### src/plt_defines.vh
// plt_defines.vh: offsets, field positions, reset values and timing counts
// assumes inclusion by plt_lock_tuning_ctrl.v, its property checker and the bench
`ifndef PLT_DEFINES_VH
`define PLT_DEFINES_VH
// ==========================================
// register offsets
`define PLT_ADDR_MOD_CFG 5'h06
`define PLT_ADDR_LOCK_CFG 5'h07
`define PLT_ADDR_CP_CFG 5'h09
`define PLT_ADDR_PIN_CFG 5'h0f
`define PLT_ADDR_STATUS 5'h12
`define PLT_ADDR_OUT_DIV 5'h16
`define PLT_ADDR_IRQ_STAT 5'h1c
`define PLT_ADDR_IRQ_MASK 5'h1d
// ==========================================
// field positions
`define PLT_MOD_FRAC_EN 11
`define PLT_MOD_BYPASS 7
`define PLT_LCK_THR_HI 2
`define PLT_LCK_DIGITAL 6
`define PLT_LCK_DIV_HI 7
`define PLT_LCK_DIV_LO 5
`define PLT_LCK_SPD_HI 9
`define PLT_LCK_SPD_LO 8
`define PLT_LCK_EN 11
`define PLT_PIN_SEL_HI 4
`define PLT_PIN_LOCK_ONLY 6
`define PLT_PIN_SEL_LOCK 5'h01
`define PLT_CP_OFS_HI 22
`define PLT_CP_OFS_LO 14
`define PLT_STAT_LOCK 1
`define PLT_STAT_SLIP 2
`define PLT_IRQ_LOCKED 0
`define PLT_IRQ_UNLOCKED 1
`define PLT_IRQ_SLIP 2
// ==========================================
// reset values
`define PLT_RST_MOD_CFG 12'h800
`define PLT_RST_LOCK_CFG 12'h000
`define PLT_RST_CP_CFG 23'h000000
`define PLT_RST_PIN_CFG 7'h00
`define PLT_RST_OUT_DIV 6'h00
// ==========================================
// timing: window figures in tenths of ns, clock rate in MHz
`define PLT_CLK_MHZ 20
`define PLT_ANALOG_WIN_NS10 12'h064
`define PLT_OSC_BAND_LO_MHZ 2050
`define PLT_OSC_BAND_HI_MHZ 4100
`define PLT_OUT_DIV_MAX 6'h3e
`endif

### src/plt_lock_tuning_ctrl.v
// plt_lock_tuning_ctrl.v: lock qualifier, shared pin mux, slip guard,
// output divider and integer mode control of the synthesizer loop.
// assumes divided edges and serial read signals are synchronous pulses
// or levels on core_clk_i; the serial port itself lives outside.
// How it works
// analog 10 ns window unless digital bit set
// digital window from speed and divide fields
// host picks nearest table window entry
// selector one routes lock flag to pin
// pin high when locked, low otherwise
// serial read borrows pin, then lock returns
// lock-only bit pins lock, kills readback
// slip guard boosts gain on large error
// oscillator stays in fundamental band
// output divider even ratios two to 62
// integer mode holds modulator out
// integer step equals comparator frequency
// host zeroes charge pump offset in integer
// in-window edge pairs count toward lock threshold
// missed window clears count, drops lock
// detector runs only when enabled; status readable
// disabled detector holds flag and count clear
`timescale 1ns/1ps
`include "plt_defines.vh"
module plt_lock_tuning_ctrl #(
  parameter ADDR_W = 5,
  parameter DATA_W = 24
) (
  input wire core_clk_i,
  input wire rst_i,
  input wire [ADDR_W-1:0] reg_addr_i,
  input wire [DATA_W-1:0] reg_wdata_i,
  input wire reg_wr_i,
  input wire reg_rd_i,
  output reg [DATA_W-1:0] reg_rdata_o,
  input wire ref_edge_i,
  input wire osc_edge_i,
  input wire ser_rd_active_i,
  input wire serial_read_out_i,
  output wire lock_readback_shared_pin_o,
  output wire lock_readback_shared_pin_oe_o,
  output wire readback_avail_o,
  output wire lock_flag_o,
  output wire slip_guard_o,
  output reg [5:0] out_div_ratio_o,
  output reg out_div_bypass_o,
  output reg int_mode_o,
  output reg modulator_en_o,
  output wire irq_o
);
  // ==========================================
  // window table, tenths of ns, entry {speed, divide}, entry 0 rightmost
  localparam [383:0] WIN_TAB_NS10 = {
    12'hd34, 12'h6b8, 12'h370, 12'h1d6, 12'h104, 12'h09a, 12'h066, 12'h04c,
    12'haa0, 12'h564, 12'h2d0, 12'h17c, 12'h0dc, 12'h085, 12'h05c, 12'h047,
    12'h9f6, 12'h514, 12'h2a8, 12'h168, 12'h0d2, 12'h080, 12'h059, 12'h046,
    12'h79e, 12'h3e8, 12'h212, 12'h122, 12'h0aa, 12'h06e, 12'h050, 12'h041};
  function [3:0] win_cycles;
    input digital;
    input [1:0] spd;
    input [2:0] dv;
    reg [11:0] t;
    integer c;
    begin
      t = 12'h000;
      if (!digital) begin
        t = `PLT_ANALOG_WIN_NS10;
      end else begin
        t = WIN_TAB_NS10[{spd, dv} * 12 +: 12];
      end
      // longest time, so round down; never below one cycle
      c = (t * `PLT_CLK_MHZ) / 10000;
      if (c < 1) begin
        c = 1;
      end
      win_cycles = c[3:0];
    end
  endfunction
  // ==========================================
  // configuration registers
  reg [11:0] mod_cfg_ff;
  reg [11:0] lock_cfg_ff;
  reg [22:0] cp_cfg_ff;
  reg [6:0] pin_cfg_ff;
  reg [5:0] out_div_ff;
  reg [2:0] irq_stat_ff;
  reg [2:0] irq_mask_ff;
  wire wr_mod = reg_wr_i && (reg_addr_i == `PLT_ADDR_MOD_CFG);
  wire wr_lock = reg_wr_i && (reg_addr_i == `PLT_ADDR_LOCK_CFG);
  wire wr_cp = reg_wr_i && (reg_addr_i == `PLT_ADDR_CP_CFG);
  wire wr_pin = reg_wr_i && (reg_addr_i == `PLT_ADDR_PIN_CFG);
  wire wr_div = reg_wr_i && (reg_addr_i == `PLT_ADDR_OUT_DIV);
  wire wr_istat = reg_wr_i && (reg_addr_i == `PLT_ADDR_IRQ_STAT);
  wire wr_imask = reg_wr_i && (reg_addr_i == `PLT_ADDR_IRQ_MASK);
  always @(posedge core_clk_i) begin
    if (rst_i) begin
      mod_cfg_ff <= `PLT_RST_MOD_CFG;
      lock_cfg_ff <= `PLT_RST_LOCK_CFG;
      cp_cfg_ff <= `PLT_RST_CP_CFG;
      pin_cfg_ff <= `PLT_RST_PIN_CFG;
      out_div_ff <= `PLT_RST_OUT_DIV;
      irq_mask_ff <= 3'h0;
    end else begin
      if (wr_mod) begin
        mod_cfg_ff <= reg_wdata_i[11:0];
      end
      if (wr_lock) begin
        lock_cfg_ff <= reg_wdata_i[11:0];
      end
      // offset field kept only for readback; host clears it in integer mode
      if (wr_cp) begin
        cp_cfg_ff <= reg_wdata_i[22:0];
      end
      if (wr_pin) begin
        pin_cfg_ff <= reg_wdata_i[6:0];
      end
      if (wr_div) begin
        out_div_ff <= reg_wdata_i[5:0];
      end
      if (wr_imask) begin
        irq_mask_ff <= reg_wdata_i[2:0];
      end
    end
  end
  wire ld_en = lock_cfg_ff[`PLT_LCK_EN];
  wire ld_digital = lock_cfg_ff[`PLT_LCK_DIGITAL];
  wire [2:0] ld_thr = lock_cfg_ff[`PLT_LCK_THR_HI:0];
  wire [3:0] win_len = win_cycles(ld_digital, lock_cfg_ff[`PLT_LCK_SPD_HI:`PLT_LCK_SPD_LO],
                                  lock_cfg_ff[`PLT_LCK_DIV_HI:`PLT_LCK_DIV_LO]);
  // ==========================================
  // edge pair qualifier
  localparam ST_IDLE = 3'b001;
  localparam ST_WAIT_OSC = 3'b010;
  localparam ST_WAIT_REF = 3'b100;
  reg [2:0] state_ff;
  reg [2:0] nxt_state;
  reg [3:0] win_cnt_ff;
  reg [3:0] nxt_win_cnt;
  reg [2:0] lock_cnt_ff;
  reg [2:0] nxt_lock_cnt;
  reg lock_ff;
  reg nxt_lock;
  reg slip_ff;
  reg nxt_slip;
  reg hit, miss, slip_ev;
  always @* begin
    nxt_state = state_ff;
    nxt_win_cnt = win_cnt_ff;
    hit = 1'b0;
    miss = 1'b0;
    slip_ev = 1'b0;
    case (state_ff)
      ST_IDLE: begin
        if (ref_edge_i && osc_edge_i) begin
          hit = 1'b1;
        end else if (ref_edge_i) begin
          nxt_state = ST_WAIT_OSC;
          nxt_win_cnt = win_len;
        end else if (osc_edge_i) begin
          nxt_state = ST_WAIT_REF;
          nxt_win_cnt = win_len;
        end
      end
      ST_WAIT_OSC: begin
        if (osc_edge_i) begin
          hit = 1'b1;
          nxt_state = ST_IDLE;
        end else if (ref_edge_i) begin
          // same edge twice before its partner: large phase error
          miss = 1'b1;
          slip_ev = 1'b1;
          nxt_win_cnt = win_len;
        end else if (win_cnt_ff == 4'h1) begin
          miss = 1'b1;
          nxt_state = ST_IDLE;
        end else begin
          nxt_win_cnt = win_cnt_ff - 4'h1;
        end
      end
      ST_WAIT_REF: begin
        if (ref_edge_i) begin
          hit = 1'b1;
          nxt_state = ST_IDLE;
        end else if (osc_edge_i) begin
          miss = 1'b1;
          slip_ev = 1'b1;
          nxt_win_cnt = win_len;
        end else if (win_cnt_ff == 4'h1) begin
          miss = 1'b1;
          nxt_state = ST_IDLE;
        end else begin
          nxt_win_cnt = win_cnt_ff - 4'h1;
        end
      end
      default: begin
        nxt_state = ST_IDLE;
      end
    endcase
  end
  always @* begin
    nxt_lock_cnt = lock_cnt_ff;
    nxt_lock = lock_ff;
    nxt_slip = slip_ff;
    if (miss) begin
      nxt_lock_cnt = 3'h0;
      nxt_lock = 1'b0;
    end else if (hit) begin
      if (lock_cnt_ff != 3'h7) begin
        nxt_lock_cnt = lock_cnt_ff + 3'h1;
      end
      nxt_lock = lock_ff || (nxt_lock_cnt >= ld_thr);
    end
    // boost held from a slip until edges pair up again
    if (slip_ev) begin
      nxt_slip = 1'b1;
    end else if (hit) begin
      nxt_slip = 1'b0;
    end
  end
  always @(posedge core_clk_i) begin
    if (rst_i || !ld_en) begin
      state_ff <= ST_IDLE;
      win_cnt_ff <= 4'h0;
      lock_cnt_ff <= 3'h0;
      lock_ff <= 1'b0;
    end else begin
      state_ff <= nxt_state;
      win_cnt_ff <= nxt_win_cnt;
      lock_cnt_ff <= nxt_lock_cnt;
      lock_ff <= nxt_lock;
    end
  end
  // slip kept over lock detect off; only the qualifier sets it, the qualifier or reset clears it
  always @(posedge core_clk_i) begin
    if (rst_i) begin
      slip_ff <= 1'b0;
    end else begin
      slip_ff <= nxt_slip;
    end
  end
  assign lock_flag_o = lock_ff;
  assign slip_guard_o = slip_ff;
  // ==========================================
  // shared pin
  wire lock_only = pin_cfg_ff[`PLT_PIN_LOCK_ONLY];
  wire lock_sel = (pin_cfg_ff[`PLT_PIN_SEL_HI:0] == `PLT_PIN_SEL_LOCK);
  wire rd_on_pin = ser_rd_active_i && !lock_only;
  reg pin_ff, pin_oe_ff;
  always @(posedge core_clk_i) begin
    if (rst_i) begin
      pin_ff <= 1'b0;
      pin_oe_ff <= 1'b0;
    end else if (lock_only) begin
      pin_ff <= lock_ff;
      pin_oe_ff <= 1'b1;
    end else if (rd_on_pin) begin
      pin_ff <= serial_read_out_i;
      pin_oe_ff <= 1'b1;
    end else if (lock_sel) begin
      pin_ff <= lock_ff;
      pin_oe_ff <= 1'b1;
    end else begin
      pin_ff <= 1'b0;
      pin_oe_ff <= 1'b0;
    end
  end
  assign lock_readback_shared_pin_o = pin_ff;
  assign lock_readback_shared_pin_oe_o = pin_oe_ff;
  assign readback_avail_o = !lock_only;
  // ==========================================
  // output divider and modulator mode
  always @(posedge core_clk_i) begin
    if (rst_i) begin
      out_div_ratio_o <= 6'h01;
      out_div_bypass_o <= 1'b1;
      int_mode_o <= 1'b0;
      modulator_en_o <= 1'b0;
    end else begin
      // odd codes round down to even; 0 and 1 leave the fundamental
      if (out_div_ff < 6'h02) begin
        out_div_ratio_o <= 6'h01;
        out_div_bypass_o <= 1'b1;
      end else begin
        out_div_ratio_o <= {out_div_ff[5:1], 1'b0};
        out_div_bypass_o <= 1'b0;
      end
      int_mode_o <= !mod_cfg_ff[`PLT_MOD_FRAC_EN] && mod_cfg_ff[`PLT_MOD_BYPASS];
      modulator_en_o <= mod_cfg_ff[`PLT_MOD_FRAC_EN] && !mod_cfg_ff[`PLT_MOD_BYPASS];
    end
  end
  // ==========================================
  // interrupts: set beats write-one-to-clear
  wire [2:0] irq_set = {slip_ev && !slip_ff, lock_ff && !nxt_lock && ld_en, !lock_ff && nxt_lock && ld_en};
  wire [2:0] irq_clr = wr_istat ? reg_wdata_i[2:0] : 3'h0;
  always @(posedge core_clk_i) begin
    if (rst_i) begin
      irq_stat_ff <= 3'h0;
    end else begin
      irq_stat_ff <= (irq_stat_ff & ~irq_clr) | irq_set;
    end
  end
  assign irq_o = |(irq_stat_ff & irq_mask_ff);
  // ==========================================
  // read port
  always @(posedge core_clk_i) begin
    if (rst_i) begin
      reg_rdata_o <= {DATA_W{1'b0}};
    end else if (reg_rd_i) begin
      if (reg_addr_i == `PLT_ADDR_MOD_CFG) begin
        reg_rdata_o <= {12'h000, mod_cfg_ff};
      end else if (reg_addr_i == `PLT_ADDR_LOCK_CFG) begin
        reg_rdata_o <= {12'h000, lock_cfg_ff};
      end else if (reg_addr_i == `PLT_ADDR_CP_CFG) begin
        reg_rdata_o <= {1'b0, cp_cfg_ff};
      end else if (reg_addr_i == `PLT_ADDR_PIN_CFG) begin
        reg_rdata_o <= {17'h00000, pin_cfg_ff};
      end else if (reg_addr_i == `PLT_ADDR_STATUS) begin
        reg_rdata_o <= {21'h000000, slip_ff, lock_ff, 1'b0};
      end else if (reg_addr_i == `PLT_ADDR_OUT_DIV) begin
        reg_rdata_o <= {18'h00000, out_div_ff};
      end else if (reg_addr_i == `PLT_ADDR_IRQ_STAT) begin
        reg_rdata_o <= {21'h000000, irq_stat_ff};
      end else if (reg_addr_i == `PLT_ADDR_IRQ_MASK) begin
        reg_rdata_o <= {21'h000000, irq_mask_ff};
      end else begin
        reg_rdata_o <= {DATA_W{1'b0}};
      end
    end else begin
      reg_rdata_o <= {DATA_W{1'b0}};
    end
  end
endmodule // plt_lock_tuning_ctrl

### config.mk
export PLATFORM = sky130hd
export DESIGN_NAME = plt_lock_tuning_ctrl
export DESIGN_NICKNAME = d
export VERILOG_FILES = /design/src/plt_lock_tuning_ctrl.v
export VERILOG_INCLUDE_DIRS = /design/src
export SDC_FILE = /design/constraint.sdc
export NUM_CORES = 1
export LEC_CHECK = 0
export BUFFER_PORTS_ARGS = -buffer_cell sky130_fd_sc_hd__buf_4
export CAP_MARGIN = 5
export CORE_AREA = 5 5 114 116
export DETAILED_ROUTE_END_ITERATION = 8
export DIE_AREA = 0 0 119 121
export GPL_TIMING_DRIVEN = 0
export PLACE_DENSITY = 0.8
export SLEW_MARGIN = 40
export SYNTH_ARGS = -nofsm -noshare
export SYNTH_HDL_FRONTEND = slang
export SYNTH_SLANG_ARGS = --single-unit
### constraint.sdc
create_clock -name core_clk_i -period 8.1 [get_ports core_clk_i]
set_input_delay 2.43 -clock core_clk_i [delete_from_list [all_inputs] [get_ports core_clk_i]]
set_output_delay 2.43 -clock core_clk_i [all_outputs]
set_load 0.05 [all_outputs]
After elaboration in Yosys (flattened, before gate mapping):

Cells that the tools add are included.

* div/mod/pow operators: 1
* mux-type cells: 57
* equal/unequal tests: 20
* $add $sub $neg: 2
* shifts and indexed selects: 1
* multiply operators: 2
* bitwise gates (word level): 5
* reductions and logical operators: 35
* order comparisons: 3

Operator list (number)
* 384-bit by 10-bit indexed part select with 12-bit output (first input constant): 1
* 3-bit 2-to-1 mux: 14
* 12-bit 2-to-1 mux: 3
* 4-bit 2-to-1 mux: 9
* 17-bit by 14-bit divider with 32-bit output (second input constant): 1
* 32-bit by 2-bit less-than comparator with 1-bit output (second input constant): 1
* 23-bit 2-to-1 mux: 1
* 1-bit 2-to-1 mux: 22
* 5-bit == test (second input constant): 4
* 1-bit logical AND: 16
* 12-bit by 3-bit multiplier with 15-bit output (second input constant): 1
* 6-bit 2-to-1 mux: 2
* 3-bit != test (second input constant): 4
* 4-bit case mux with 3 select lines: 1
* 5-bit by 3-bit == test with 1-bit output (second input constant): 2
* 5-bit by 4-bit == test with 1-bit output (second input constant): 2
* 3-bit case mux with 3 select lines: 1
* 9-bit OR reduction: 1
* 1-bit logical NOT: 7
* 5-bit by 2-bit multiplier with 7-bit output (second input constant): 1
* 7-bit 2-to-1 mux: 1
* 3-bit AND: 2
* 6-bit by 2-bit less-than comparator with 1-bit output (second input constant): 1
* 2-bit != test (second input constant): 3
* 21 further kinds: 25

* register bits: 113
* input bits: 37
* output and inout bits: 39

Longest topological paths before layout:

Gate-level depths: netlist of run 1.

* depth after elaboration: 14
* gate-level depth with buffers: 26
* mapped depth without buffers: 25

Least setup slack after synthesis of run 1:

No wires, ideal clock.

* path kind: register -> register
* from: register lock_cfg_ff[8]
* to: register win_cnt_ff[0]
* path slack: 2.211 ns
* arrival: 5.749 ns
* cell stages (with the launch flop): 25
* path buffers: 3
* library setup time: 0.139 ns
* clock period less this slack: 5.889 ns
* cell sequence: dfxtp_1 > clkbuf_1 > buf_1 > clkbuf_1 > nand2_1 > o311a_1 > o21ai_0 > nand3_1 > ha_1 > inv_1 > fa_1 > nand2b_1 > a21o_1 > a21o_1 > or3_1 > a2111o_1 > a311oi_2 > nor2_2 > nor4b_4 > o32ai_2 > xnor2_2 > and2_1 > or3b_1 > o211ai_1 > a41oi_2

* longest elaborated chain between the ends: 11
* elaborated cells between the ends (all ways): 15
* those cells by class: mul: 2; div: 1; order compare: 1; shift: 1; mux: 10

Ends and longest elaborated chain
* start: declaration: RTL line plt_lock_tuning_ctrl.v:82 `reg [11:0] lock_cfg_ff;`
* start signal: assignment: RTL line plt_lock_tuning_ctrl.v:98 `` lock_cfg_ff <= `PLT_RST_LOCK_CFG; ``
* start signal: assignment: RTL line plt_lock_tuning_ctrl.v:108 `lock_cfg_ff <= reg_wdata_i[11:0];`
* 5-bit by 2-bit multiplier with 7-bit output (*): RTL line plt_lock_tuning_ctrl.v:69 `t = WIN_TAB_NS10[{spd, dv} * 12 +: 12];`
* 384-bit by 10-bit indexed part select with 12-bit output (*): RTL line plt_lock_tuning_ctrl.v:69
* 12-bit 2-to-1 mux (*): RTL line plt_lock_tuning_ctrl.v:66 `if (!digital) begin`
* 12-bit by 3-bit multiplier with 15-bit output (no source line) (*)
* 17-bit by 14-bit divider with 32-bit output (*): RTL line plt_lock_tuning_ctrl.v:72 `` c = (t * `PLT_CLK_MHZ) / 10000; ``
* 32-bit by 2-bit less-than comparator with 1-bit output: RTL line plt_lock_tuning_ctrl.v:73 `if (c < 1) begin`
* 4-bit 2-to-1 mux (*): RTL line plt_lock_tuning_ctrl.v:73
* 4-bit 2-to-1 mux: RTL line plt_lock_tuning_ctrl.v:159 `end else if (osc_edge_i) begin`
* 4-bit 2-to-1 mux: RTL line plt_lock_tuning_ctrl.v:156 `end else if (ref_edge_i) begin`
* 4-bit 2-to-1 mux: RTL line plt_lock_tuning_ctrl.v:154 `if (ref_edge_i && osc_edge_i) begin`
* 4-bit case mux with 3 select lines (*): RTL line plt_lock_tuning_ctrl.v:152 `case (state_ff)`
* end signal: assignment: RTL line plt_lock_tuning_ctrl.v:228 `win_cnt_ff <= nxt_win_cnt;`
* end: declaration: RTL line plt_lock_tuning_ctrl.v:137 `reg [3:0] win_cnt_ff;`

Mark *: on every way between the ends. The rest lies on a longest branch, timed or not. The select of a mux whose other input is x is not followed.
A chain may end at the register's enable or synchronous reset.

Worst setup path in the final report of run 1:

Ends and elaborated chain as after synthesis.

==> impl_metrics.json, run 1 <==
{
  "grt_pass1_wl_um": 30600,
  "min_period_over_period_pct": 85.5,
  "avgViaCountPerCell": 6.05,
  "worst-setup-path-type": "reg2reg",
  "worstPathArrival_ns": 7.15,
  "p_leak_nw": 3.00,
  "cp.required_ns": 8.32,
  "dp_hpwl_um": 13300,
  "cp_slowest_cell": "a2111oi_0",
  "critPathTopFamily": "compound AO/OA/AOI/OAI gates",
  "ff2ff_setup_slack_ns": 1.17,
  "grt_overflow": 0,
  "core_area_mm2": 0.0118,
  "holdBufCountCts": 0,
  "skew_ns": 0.00867,
  "final_nets": 1026,
  "fin_util_pct": 66.4,
  "grt_max_degree": 20,
  "antenna_found_initial": 0,
  "clk_latency_ns": 0.35,
  "drive_gt1_share_pct": 13.3,
  "synthSimpleGateAreaFrac_pct": 25.6,
  "synth.avg_cell_area_um2": 7.75,
  "top_layer": "met4",
  "grt_util_all_layers_pct": 25.5,
  "status": "complete, no violations",
  "die_w_um": 119,
  "ios": 76,
  "wire_per_inst_um": 16.3,
  "yosysSeqAreaShare_pct": 32.6,
  "end_kind": "register",
  "synth_compound_area_share_pct": 24.6,
  "hp-class": "reg2reg",
  "synthAdderAreaFrac_pct": 5.58,
  "synth_edf_count": 0,
  "ys_types": 87,
  "drtAntennaViolNets": 0,
  "fin_setup_tns_ns": 0,
  "yosysTopAreaCell": "dfxtp_1",
  "synth_top_family_by_area": "simple AND/OR/NAND/NOR gates",
  "synth-xor-area-share_pct": 3.05,
  "finalHoldViolCount": 0,
  "clk_pin_slew_ns": 0.07,
  "crit_path_max_incr_delay_ns": 0.61,
  "clk_path_buf_depth": 2,
  "timing.fmax_mhz": 144,
  "h-tree-depth": 3,
  "gp_congestion": 0.943,
  "wl_met1_um": 7940,
  "syn_to_final_growth_pct": 15.1,
  "dpl_cell_area_mm2": 0.00752,
  "yosys_warnings": 0,
  "finalPower_w": 0.00108,
  "grt_pass1_vias": 6392,
  "finalCriticalPeriod_ns": 6.93,
  "syn-cell-area_mm2": 0.00681,
  "synth_commonest_cells": "nand2_1, dfxtp_1, a21oi_1",
  "remaining_drc_errors": 0,
  "fin_area_mm2": 0.00784,
  "dieArea_mm2": 0.0144,
  "crit_path_start_kind": "register",
  "routed_wl_um": 18100,
  "tightest_slew_ns": 0.807,
  "maxSlewViolCount": 0,
  "syn_inst": 879,
  "cp.buffers_inverters": 4,
  "dr.first_iter.drc_count": 706,
  "async_flop_share_pct": 0,
  "diodes": 0,
  "portBuffers": 70,
  "clock_sinks": 111,
  "ys_ff_latch": 111,
  "cts_tree": "yes",
  "ys.flop_type": "dfxtp_1",
  "crit_fanout": 10,
  "final-setup-viol-count": 0,
  "synth_most_common_cell": "nand2_1",
  "maxSlewHeadroom_pct": 46.0,
  "cp_cell_sequence": "clkbuf_1, buf_1, clkbuf_1, a211oi_1, a2111oi_0, ha_1, ha_1, inv_1, fa_1, nand2b_1, a21o_1, a21o_1, or3_1, a2111o_1, a311oi_2, nor2_2, nor4b_4, o32ai_2, xnor2_2, and2_1, or3b_1, o211ai_1, a41oi_2",
  "synth_mux_area_share_pct": 4.09,
  "vias": 6725,
  "die_y_um": 121,
  "met2_length_um": 8710,
  "synth_top_area_share_pct": 32.6,
  "power_density_mw_per_mm2": 138,
  "synth_area_leaders": "dfxtp_1, nand2_1, a21oi_1",
  "postCtsSetupBuffers": 0,
  "met3_length_um": 1090,
  "numCtsBuffers": 9,
  "post_cts_resized": 0,
  "drt_pass1_iterations": 5,
  "synth_fp_nets": 945,
  "start_util_pct": 57.7,
  "ir_drop_mv": 0.165,
  "num_rows": 40,
  "cts-root-buf": "clkbuf_16",
  "cap_violations": 0,
  "rsz0062_at_grt": "no"
}
[per-layer routing]
metal	track usage, %	vias up
li1	-	3294
met1	33.1	3145
met2	43.4	253
met3	3.03	33
met4	9.56	0
met5	0	-
[stage by stage]
stage	cells	worst slack, ns	hold slack (ns)
3_5_place_dp	1096	1.27	0.439
5_1_grt	1112	0.663	0.477
2_1_floorplan	879	2.21	0.425
6_report	1112	1.17	0.454
4_1_cts	1112	1.22	0.453
3_3_place_gp	1096	1.43	0.434
[cells by family (layout without fill, tap and decap cells)]
| family | count (synthesis) | count (layout) |
|---|---|---|
| and+or+nand+nor | 367 | 367 |
| adders and majority gates | 30 | 30 |
| AOI/OAI and AO/OA | 246 | 246 |
| DFF | 111 | 111 |
| other | 1 | 1 |
| buffers and inverters | 76 | 162 |
| xor gates and xnor gates | 22 | 22 |
| muxes | 26 | 26 |
[report_power, final]
part	switching, W	leakage (nW)	total [W]	internal [W]
sequential	0.00000227	0.895	0.000551	0.000548
combinational	0.0000436	1.95	0.0000686	0.0000251
clock	0.000210	0.154	0.000464	0.000254
[final timing paths]
check,to,depth (start not counted),from
worst min register to register,cp_cfg_ff[22],2,cp_cfg_ff[22]
worst max-delay path,win_cnt_ff[0],23,lock_cfg_ff[8]
worst min-delay path,cp_cfg_ff[22],2,cp_cfg_ff[22]
worst max register to register,win_cnt_ff[0],23,lock_cfg_ff[8]
[layout by cell type (no fill, tap or decap), types with 4 or more instances in the layout]
cell	count
nand3b_1	5
buf_4	74
a21oi_1	95
a22oi_1	10
o21ai_0	32
a31oi_1	14
clkbuf_1	37
inv_1	28
o31ai_1	5
ha_1	28
nand2b_1	14
clkbuf_16	9
nor4_1	6
o211ai_1	7
nor3_1	14
o22ai_1	5
mux2_2	5
mux2i_1	20
xor2_1	5
o21a_1	5
dfxtp_1	111
and2_1	21
a21o_1	8
nor2_1	65
nand3_1	25
and3_1	8
a222oi_1	4
a311oi_1	4
nor2b_1	17
nand2_1	164
or3_1	6
xnor2_1	15
[area by class of cell]
class / count / area (µm²)
Timing Repair Buffer: 70 / 526
Clock inverter: 6 / 78.8
Inverter: 30 / 113
Clock buffer: 10 / 239
Tap cell: 147 / 184
Sequential cell: 111 / 2220
Fill cell: 994 / 3970
Buffer: 46 / 190
Multi-Input combinational cell: 692 / 4290
[worst reg2reg max path: stages, from the launching register on]
cell	delay [ns]
dfxtp_1	0.38
clkbuf_1	0.34
buf_1	0.42
clkbuf_1	0.38
a211oi_1	0.09
a2111oi_0	0.61
ha_1	0.26
ha_1	0.17
inv_1	0.06
fa_1	0.42
nand2b_1	0.21
a21o_1	0.22
a21o_1	0.20
or3_1	0.39
a2111o_1	0.48
a311oi_2	0.44
nor2_2	0.12
nor4b_4	0.42
o32ai_2	0.15
xnor2_2	0.21
and2_1	0.22
or3b_1	0.36
o211ai_1	0.13
a41oi_2	0.13
[registers in the layout, indices dropped and copies added, names as in the netlist, 3 cells and up]
signal           cells
lock_cnt_ff          3
out_div_ff           6
state_ff             3
reg_rdata_o         23
pin_cfg_ff           7
cp_cfg_ff           23
win_cnt_ff           4
lock_cfg_ff         12
mod_cfg_ff          12
out_div_ratio_o      5
irq_mask_ff          3
irq_stat_ff          3
Power figures use the tool's default switching activity.
==> inputs of run 2 (changes only) <==
--- a/config.mk
+++ b/config.mk
@@ -11,7 +11,7 @@
 export CORE_AREA = 5 5 114 116
 export DETAILED_ROUTE_END_ITERATION = 8
 export DIE_AREA = 0 0 119 121
-export GPL_TIMING_DRIVEN = 0
+export GPL_TIMING_DRIVEN = 1
 export PLACE_DENSITY = 0.8
 export SLEW_MARGIN = 40
 export SYNTH_ARGS = -nofsm -noshare
==> impl_metrics.json, run 2 (synthesis results as in run 1) <==
{
  "fin_area_mm2": 0.00767,
  "cts_tree": "yes",
  "maxSlewViolCount": 0,
  "finalCriticalPeriod_ns": 6.69,
  "h-tree-depth": 3,
  "finalHoldViolCount": 0,
  "wire_per_inst_um": 15.8,
  "grt_pass1_wl_um": 28300,
  "hp-class": "reg2reg",
  "dpl_cell_area_mm2": 0.00738,
  "final-setup-viol-count": 0,
  "clk_path_buf_depth": 2,
  "ios": 76,
  "setup_ws_ns": 1.41,
  "grt_max_degree": 81,
  "ff2ff_setup_slack_ns": 1.41,
  "rsz0062_at_grt": "no",
  "drt_pass1_iterations": 5,
  "syn_to_final_growth_pct": 12.6,
  "cts-root-buf": "clkbuf_16",
  "num_rows": 40,
  "drtAntennaViolNets": 0,
  "remaining_drc_errors": 0,
  "whs_ns": 0.450,
  "finalPower_w": 0.00105,
  "cp_slowest_cell": "dfxtp_1",
  "avgViaCountPerCell": 6.07,
  "power_density_mw_per_mm2": 136,
  "final_nets": 986,
  "worstPathArrival_ns": 6.91,
  "numCtsBuffers": 9,
  "top_regs": "cp_cfg_ff x23, reg_rdata_o x23",
  "end_kind": "register",
  "min-delay-start": "cp_cfg_ff[17]",
  "post_cts_resized": 0,
  "postCtsSetupBuffers": 0,
  "gp_congestion": 0.942,
  "dp_slack_ns": 1.52,
  "r2r-start": "lock_cfg_ff[6]",
  "holdBufCountCts": 0,
  "ir_drop_mv": 0.168,
  "fin_setup_tns_ns": 0,
  "cp_cell_sequence": "inv_2, ha_1, o311a_1, o21ai_0, nand3_1, ha_1, inv_1, fa_1, nand2b_1, a21o_1, a21o_1, or3_1, a2111o_1, a311oi_2, nor2_2, nor4b_4, o32ai_2, xnor2_2, and2_1, or3b_1, o211ai_1, a41oi_2",
  "grt_pass1_vias": 6112,
  "dr.first_iter.drc_count": 574,
  "maxSlewHeadroom_pct": 43.8,
  "worst-setup-path-type": "reg2reg",
  "layout_common_cells": "nand2_1, dfxtp_1, a21oi_1",
  "crit_path_max_incr_delay_ns": 0.75,
  "portBuffers": 73,
  "min_period_over_period_pct": 82.7,
  "die_w_um": 119,
  "diodes": 0,
  "cp-startpoint": "lock_cfg_ff[6]",
  "timing.fmax_mhz": 149,
  "vias": 6506,
  "dieArea_mm2": 0.0144,
  "cap_violations": 0,
  "grt_util_all_layers_pct": 23.4,
  "clk_latency_ns": 0.35,
  "die_y_um": 121,
  "fill_cells": 1029,
  "start_util_pct": 57.7,
  "antenna_found_initial": 0,
  "skew_ns": 0.0101,
  "p_leak_nw": 2.95,
  "grt_overflow": 0,
  "routed_wl_um": 17000,
  "clk_pin_slew_ns": 0.07,
  "tightest_slew_ns": 0.840,
  "drive_gt1_share_pct": 13.9,
  "crit_path_start_kind": "register",
  "crit_fanout": 18,
  "final_common_cell": "nand2_1",
  "status": "complete, no violations",
  "core_area_mm2": 0.0118,
  "cp.required_ns": 8.31,
  "clock_sinks": 111,
  "dp_hpwl_um": 12000
}
-- run 2: cell types whose count changed in the layout (fill, tap and decap cells not counted), sizes merged --
cell / delta
clkinv: -1
clkbuf: -35
bufinv: -1
buf: -3
-- run 2: path summary, 6_finish.rpt --
path / end / cells past startpoint
max: win_cnt_ff[0] / 22
min reg2reg: cp_cfg_ff[17] / 2
min: cp_cfg_ff[17] / 2
max reg2reg: win_cnt_ff[0] / 22
-- run 2: critical path: cells and delay by family, from the launching register on --
family | cells | cell delay [ns]
buffers and inverters | 2 | 0.30
and+or+nand+nor | 7 | 1.86
DFF | 1 | 0.75
adders and majority gates | 3 | 1.16
xor gates and xnor gates | 1 | 0.21
AOI/OAI and AO/OA | 9 | 2.28
-- run 2: layout make-up --
type / count / area, µm² / share of cell area [%]
Multi-Input combinational cell: 692 / 4290 / 55.9
Sequential cell: 111 / 2220 / 29.0
Tap cell: 147 / 184 / 2.40
Inverter: 30 / 113 / 1.47
Clock buffer: 12 / 256 / 3.34
Timing Repair Buffer: 76 / 571 / 7.43
Clock inverter: 4 / 36.3 / 0.473
-- run 2: power breakdown --
group          internal, W  total [W]  leakage (nW)  switching [W]
combinational    0.0000239  0.0000640          1.91      0.0000401
sequential        0.000549   0.000551         0.896     0.00000271
clock             0.000230   0.000430         0.141       0.000201
-- run 2: per-layer routing --
| metal | GRT usage [%] | up-vias | share of wire (%) | wire length [µm] |
|---|---|---|---|---|
| li1 | - | 3211 | - | - |
| met5 | 0 | - | 0 | 0 |
| met2 | 40.4 | 195 | 48 | 8230 |
| met3 | 3.36 | 28 | 5.6 | 948 |
| met4 | 6.73 | 0 | 2.0 | 334 |
| met1 | 30.3 | 3072 | 44 | 7460 |
-- run 2: stage by stage --
step / cells / util (%)
after floorplan: 879 / -
after global placement: 1056 / 62.5
after detailed placement: 1056 / 62.5
after CTS: 1072 / 65.0
after global routing: 1072 / 65.0
final: 1072 / 65.0
==> inputs of run 3 (changes only) <==
--- a/config.mk
+++ b/config.mk
@@ -6,13 +6,14 @@
 export SDC_FILE = /design/constraint.sdc
 export NUM_CORES = 1
 export LEC_CHECK = 0
+export ABC_AREA = 1
 export BUFFER_PORTS_ARGS = -buffer_cell sky130_fd_sc_hd__buf_4
 export CAP_MARGIN = 5
-export CORE_AREA = 5 5 114 116
+export CORE_AREA = 5 5 120 122
 export DETAILED_ROUTE_END_ITERATION = 8
-export DIE_AREA = 0 0 119 121
+export DIE_AREA = 0 0 125 127
 export GPL_TIMING_DRIVEN = 1
-export PLACE_DENSITY = 0.8
+export PLACE_DENSITY = 0.77
 export SLEW_MARGIN = 40
 export SYNTH_ARGS = -nofsm -noshare
 export SYNTH_HDL_FRONTEND = slang
==> constraint.sdc (replaced) <==
create_clock -name core_clk_i -period 5.9 [get_ports core_clk_i]
set_input_delay 1.77 -clock core_clk_i [delete_from_list [all_inputs] [get_ports core_clk_i]]
set_output_delay 1.77 -clock core_clk_i [all_outputs]
set_load 0.05 [all_outputs]
==> impl_metrics.json, run 3 <==
{
  "status": "complete, no violations",
  "power_density_mw_per_mm2": 189,
  "fill_cells": 1217,
  "remaining_drc_errors": 0,
  "min_period_over_period_pct": 90.3,
  "p_int_w": 0.00115,
  "busiest_layer": "met2",
  "cap_violations": 0,
  "netSwitchingPower_w": 0.000363,
  "synth_fp_nets": 1138,
  "syn_to_final_growth_pct": 15.4,
  "rsz0062_at_grt": "no",
  "wire_per_inst_um": 12.9,
  "grt_overflow": 0,
  "start_util_pct": 53.0,
  "cts-root-buf": "clkbuf_16",
  "cp_common_cell": "nand2_1",
  "finalCriticalPeriod_ns": 5.33,
  "drtAntennaViolNets": 0,
  "final_common_cell": "nand2_1",
  "vias": 6903,
  "holdBufCountCts": 0,
  "met3_usage_pct": 3.63,
  "clkPwrFrac_pct": 42.8,
  "maxSlewViolCount": 0,
  "top_regs": "cp_cfg_ff x23, reg_rdata_o x23",
  "ios": 76,
  "core_area_mm2": 0.0131,
  "avgViaCountPerCell": 5.23,
  "die_y_um": 127,
  "synth.avg_cell_area_um2": 6.47,
  "met1_usage_pct": 28.5,
  "synth_top_area_share_pct": 32.0,
  "h-tree-depth": 3,
  "clk_pin_slew_ns": 0.08,
  "end_kind": "register",
  "ir_drop_mv": 0.252,
  "diodes": 0,
  "cts_tree": "yes",
  "ys_types": 51,
  "tightest_slew_ns": 0.645,
  "dp_slack_ns": 0.482,
  "clock_sinks": 111,
  "grt_util_all_layers_pct": 21.0,
  "ys.flop_type": "dfxtp_1",
  "timing.fmax_mhz": 188,
  "synth_area_leaders": "dfxtp_1, nand2_1, inv_1",
  "cp_slowest_cell": "fa_1",
  "gp_congestion": 0.900,
  "grt_pass1_vias": 6197,
  "gr-usage-met2_pct": 34.2,
  "synth_most_common_cell": "nand2_1",
  "crit_path_max_incr_delay_ns": 0.41,
  "final-setup-viol-count": 0,
  "drt_pass1_iterations": 5,
  "numCtsBuffers": 9,
  "worstPathArrival_ns": 5.57,
  "skew_ns": 0.00783,
  "post_cts_resized": 0,
  "synth_commonest_cells": "nand2_1, inv_1, nor2_1",
  "dr.first_iter.drc_count": 602,
  "yosysTopAreaCell": "dfxtp_1",
  "yosys_warnings": 0,
  "drive_gt1_share_pct": 14.7,
  "dieArea_mm2": 0.0159,
  "syn-cell-area_mm2": 0.00694,
  "finalHoldViolCount": 0,
  "crit_path_start_kind": "register",
  "p_sw_share_pct": 23.9,
  "routed_wl_um": 17000,
  "async_flop_share_pct": 0,
  "antenna_found_initial": 0,
  "dp_hpwl_um": 12500,
  "final_nets": 1205,
  "clk_latency_ns": 0.36,
  "fin_setup_tns_ns": 0,
  "ys_ff_latch": 111,
  "clk_path_buf_depth": 2,
  "p_leak_nw": 3.73,
  "grt_max_degree": 60,
  "portBuffers": 73,
  "grt_pass1_wl_um": 28500,
  "crit_fanout": 8,
  "num_rows": 42,
  "syn_inst": 1072,
  "worst-setup-path-type": "reg2reg",
  "synth_edf_count": 0,
  "setup_ws_ns": 0.574,
  "seq_power_share_pct": 50.0,
  "die_w_um": 125,
  "layout_common_cells": "nand2_1, inv_1, nor2_1",
  "maxSlewHeadroom_pct": 56.9,
  "comb_power_share_pct": 7.1,
  "cp.required_ns": 6.14,
  "postCtsSetupBuffers": 0,
  "yosysSeqAreaShare_pct": 32.0,
  "hp-class": "reg2reg"
}
-- run 3: path summary, 6_finish.rpt --
path	start	to	slack [ns]	cells past startpoint
setup / recovery	lock_cfg_ff[5]	win_cnt_ff[0]	0.57	39
hold / removal	cp_cfg_ff[13]	reg_rdata_o[13]	0.44	2
setup reg to reg	lock_cfg_ff[5]	win_cnt_ff[0]	0.57	39
hold reg to reg	cp_cfg_ff[13]	reg_rdata_o[13]	0.44	2
-- run 3: stage by stage --
stage | power [W] | cells | hold slack (ns) | area, µm² | util, %
5_1_grt | 0.00157 | 1320 | 0.453 | 8010 | 61.2
6_report | 0.00152 | 1320 | 0.437 | 8010 | 61.2
2_1_floorplan | 0.000840 | 1072 | 0.398 | 6940 | -
3_3_place_gp | 0.000882 | 1304 | 0.424 | 7670 | 58.7
3_5_place_dp | 0.000883 | 1304 | 0.430 | 7680 | 58.7
4_1_cts | 0.00152 | 1320 | 0.439 | 8000 | 61.2
-- run 3: worst max-delay path: cells and delay by family, from the launching register on --
| family | cells | cell delay, ns |
|---|---|---|
| AO/OA/AOI/OAI | 5 | 0.80 |
| adder cells (fa/ha/maj) | 3 | 0.99 |
| flip-flops | 1 | 0.34 |
| AND/OR/NAND/NOR | 26 | 2.63 |
| buffers and inverters | 5 | 0.45 |
-- run 3: area by class of cell --
class                   count  area, µm²  area share [%]
clock buffers              11        253            3.15
well taps                 176        220            2.75
inverters                 171        647            8.07
clock inverters             5       73.8           0.921
flip-flops and latches    111       2220            27.7
multi-input cells         761       3960            49.4
repair buffers             85        638            7.96
-- run 3: logic make-up after synthesis --
group	Yosys count	share of synthesized area, %
other	1	0.0540
muxes	1	0.162
buffers and inverters	200	11.2
xor gates and xnor gates	14	1.77
adders and majority gates	29	5.34
AOI/OAI and AO/OA	225	18.0
and+or+nand+nor	491	31.5
DFF	111	32.0
-- run 3: power by group through the flow --
stage,Clock [W],Combinational [W],Sequential (W)
floorplan,0,0.0000588,0.000781
global route,0.000689,0.000121,0.000760
global placement,0,0.000106,0.000777
detailed placement,0,0.000107,0.000777
finish,0.000651,0.000109,0.000759
CTS,0.000655,0.000108,0.000759
-- run 3: metal layers --
layer  wire (µm)  vias to the layer above
met3         957                       23
met1        8050                     3086
li1            -                     3605
met4         242                        0
met2        7790                      189
met5           0                        -
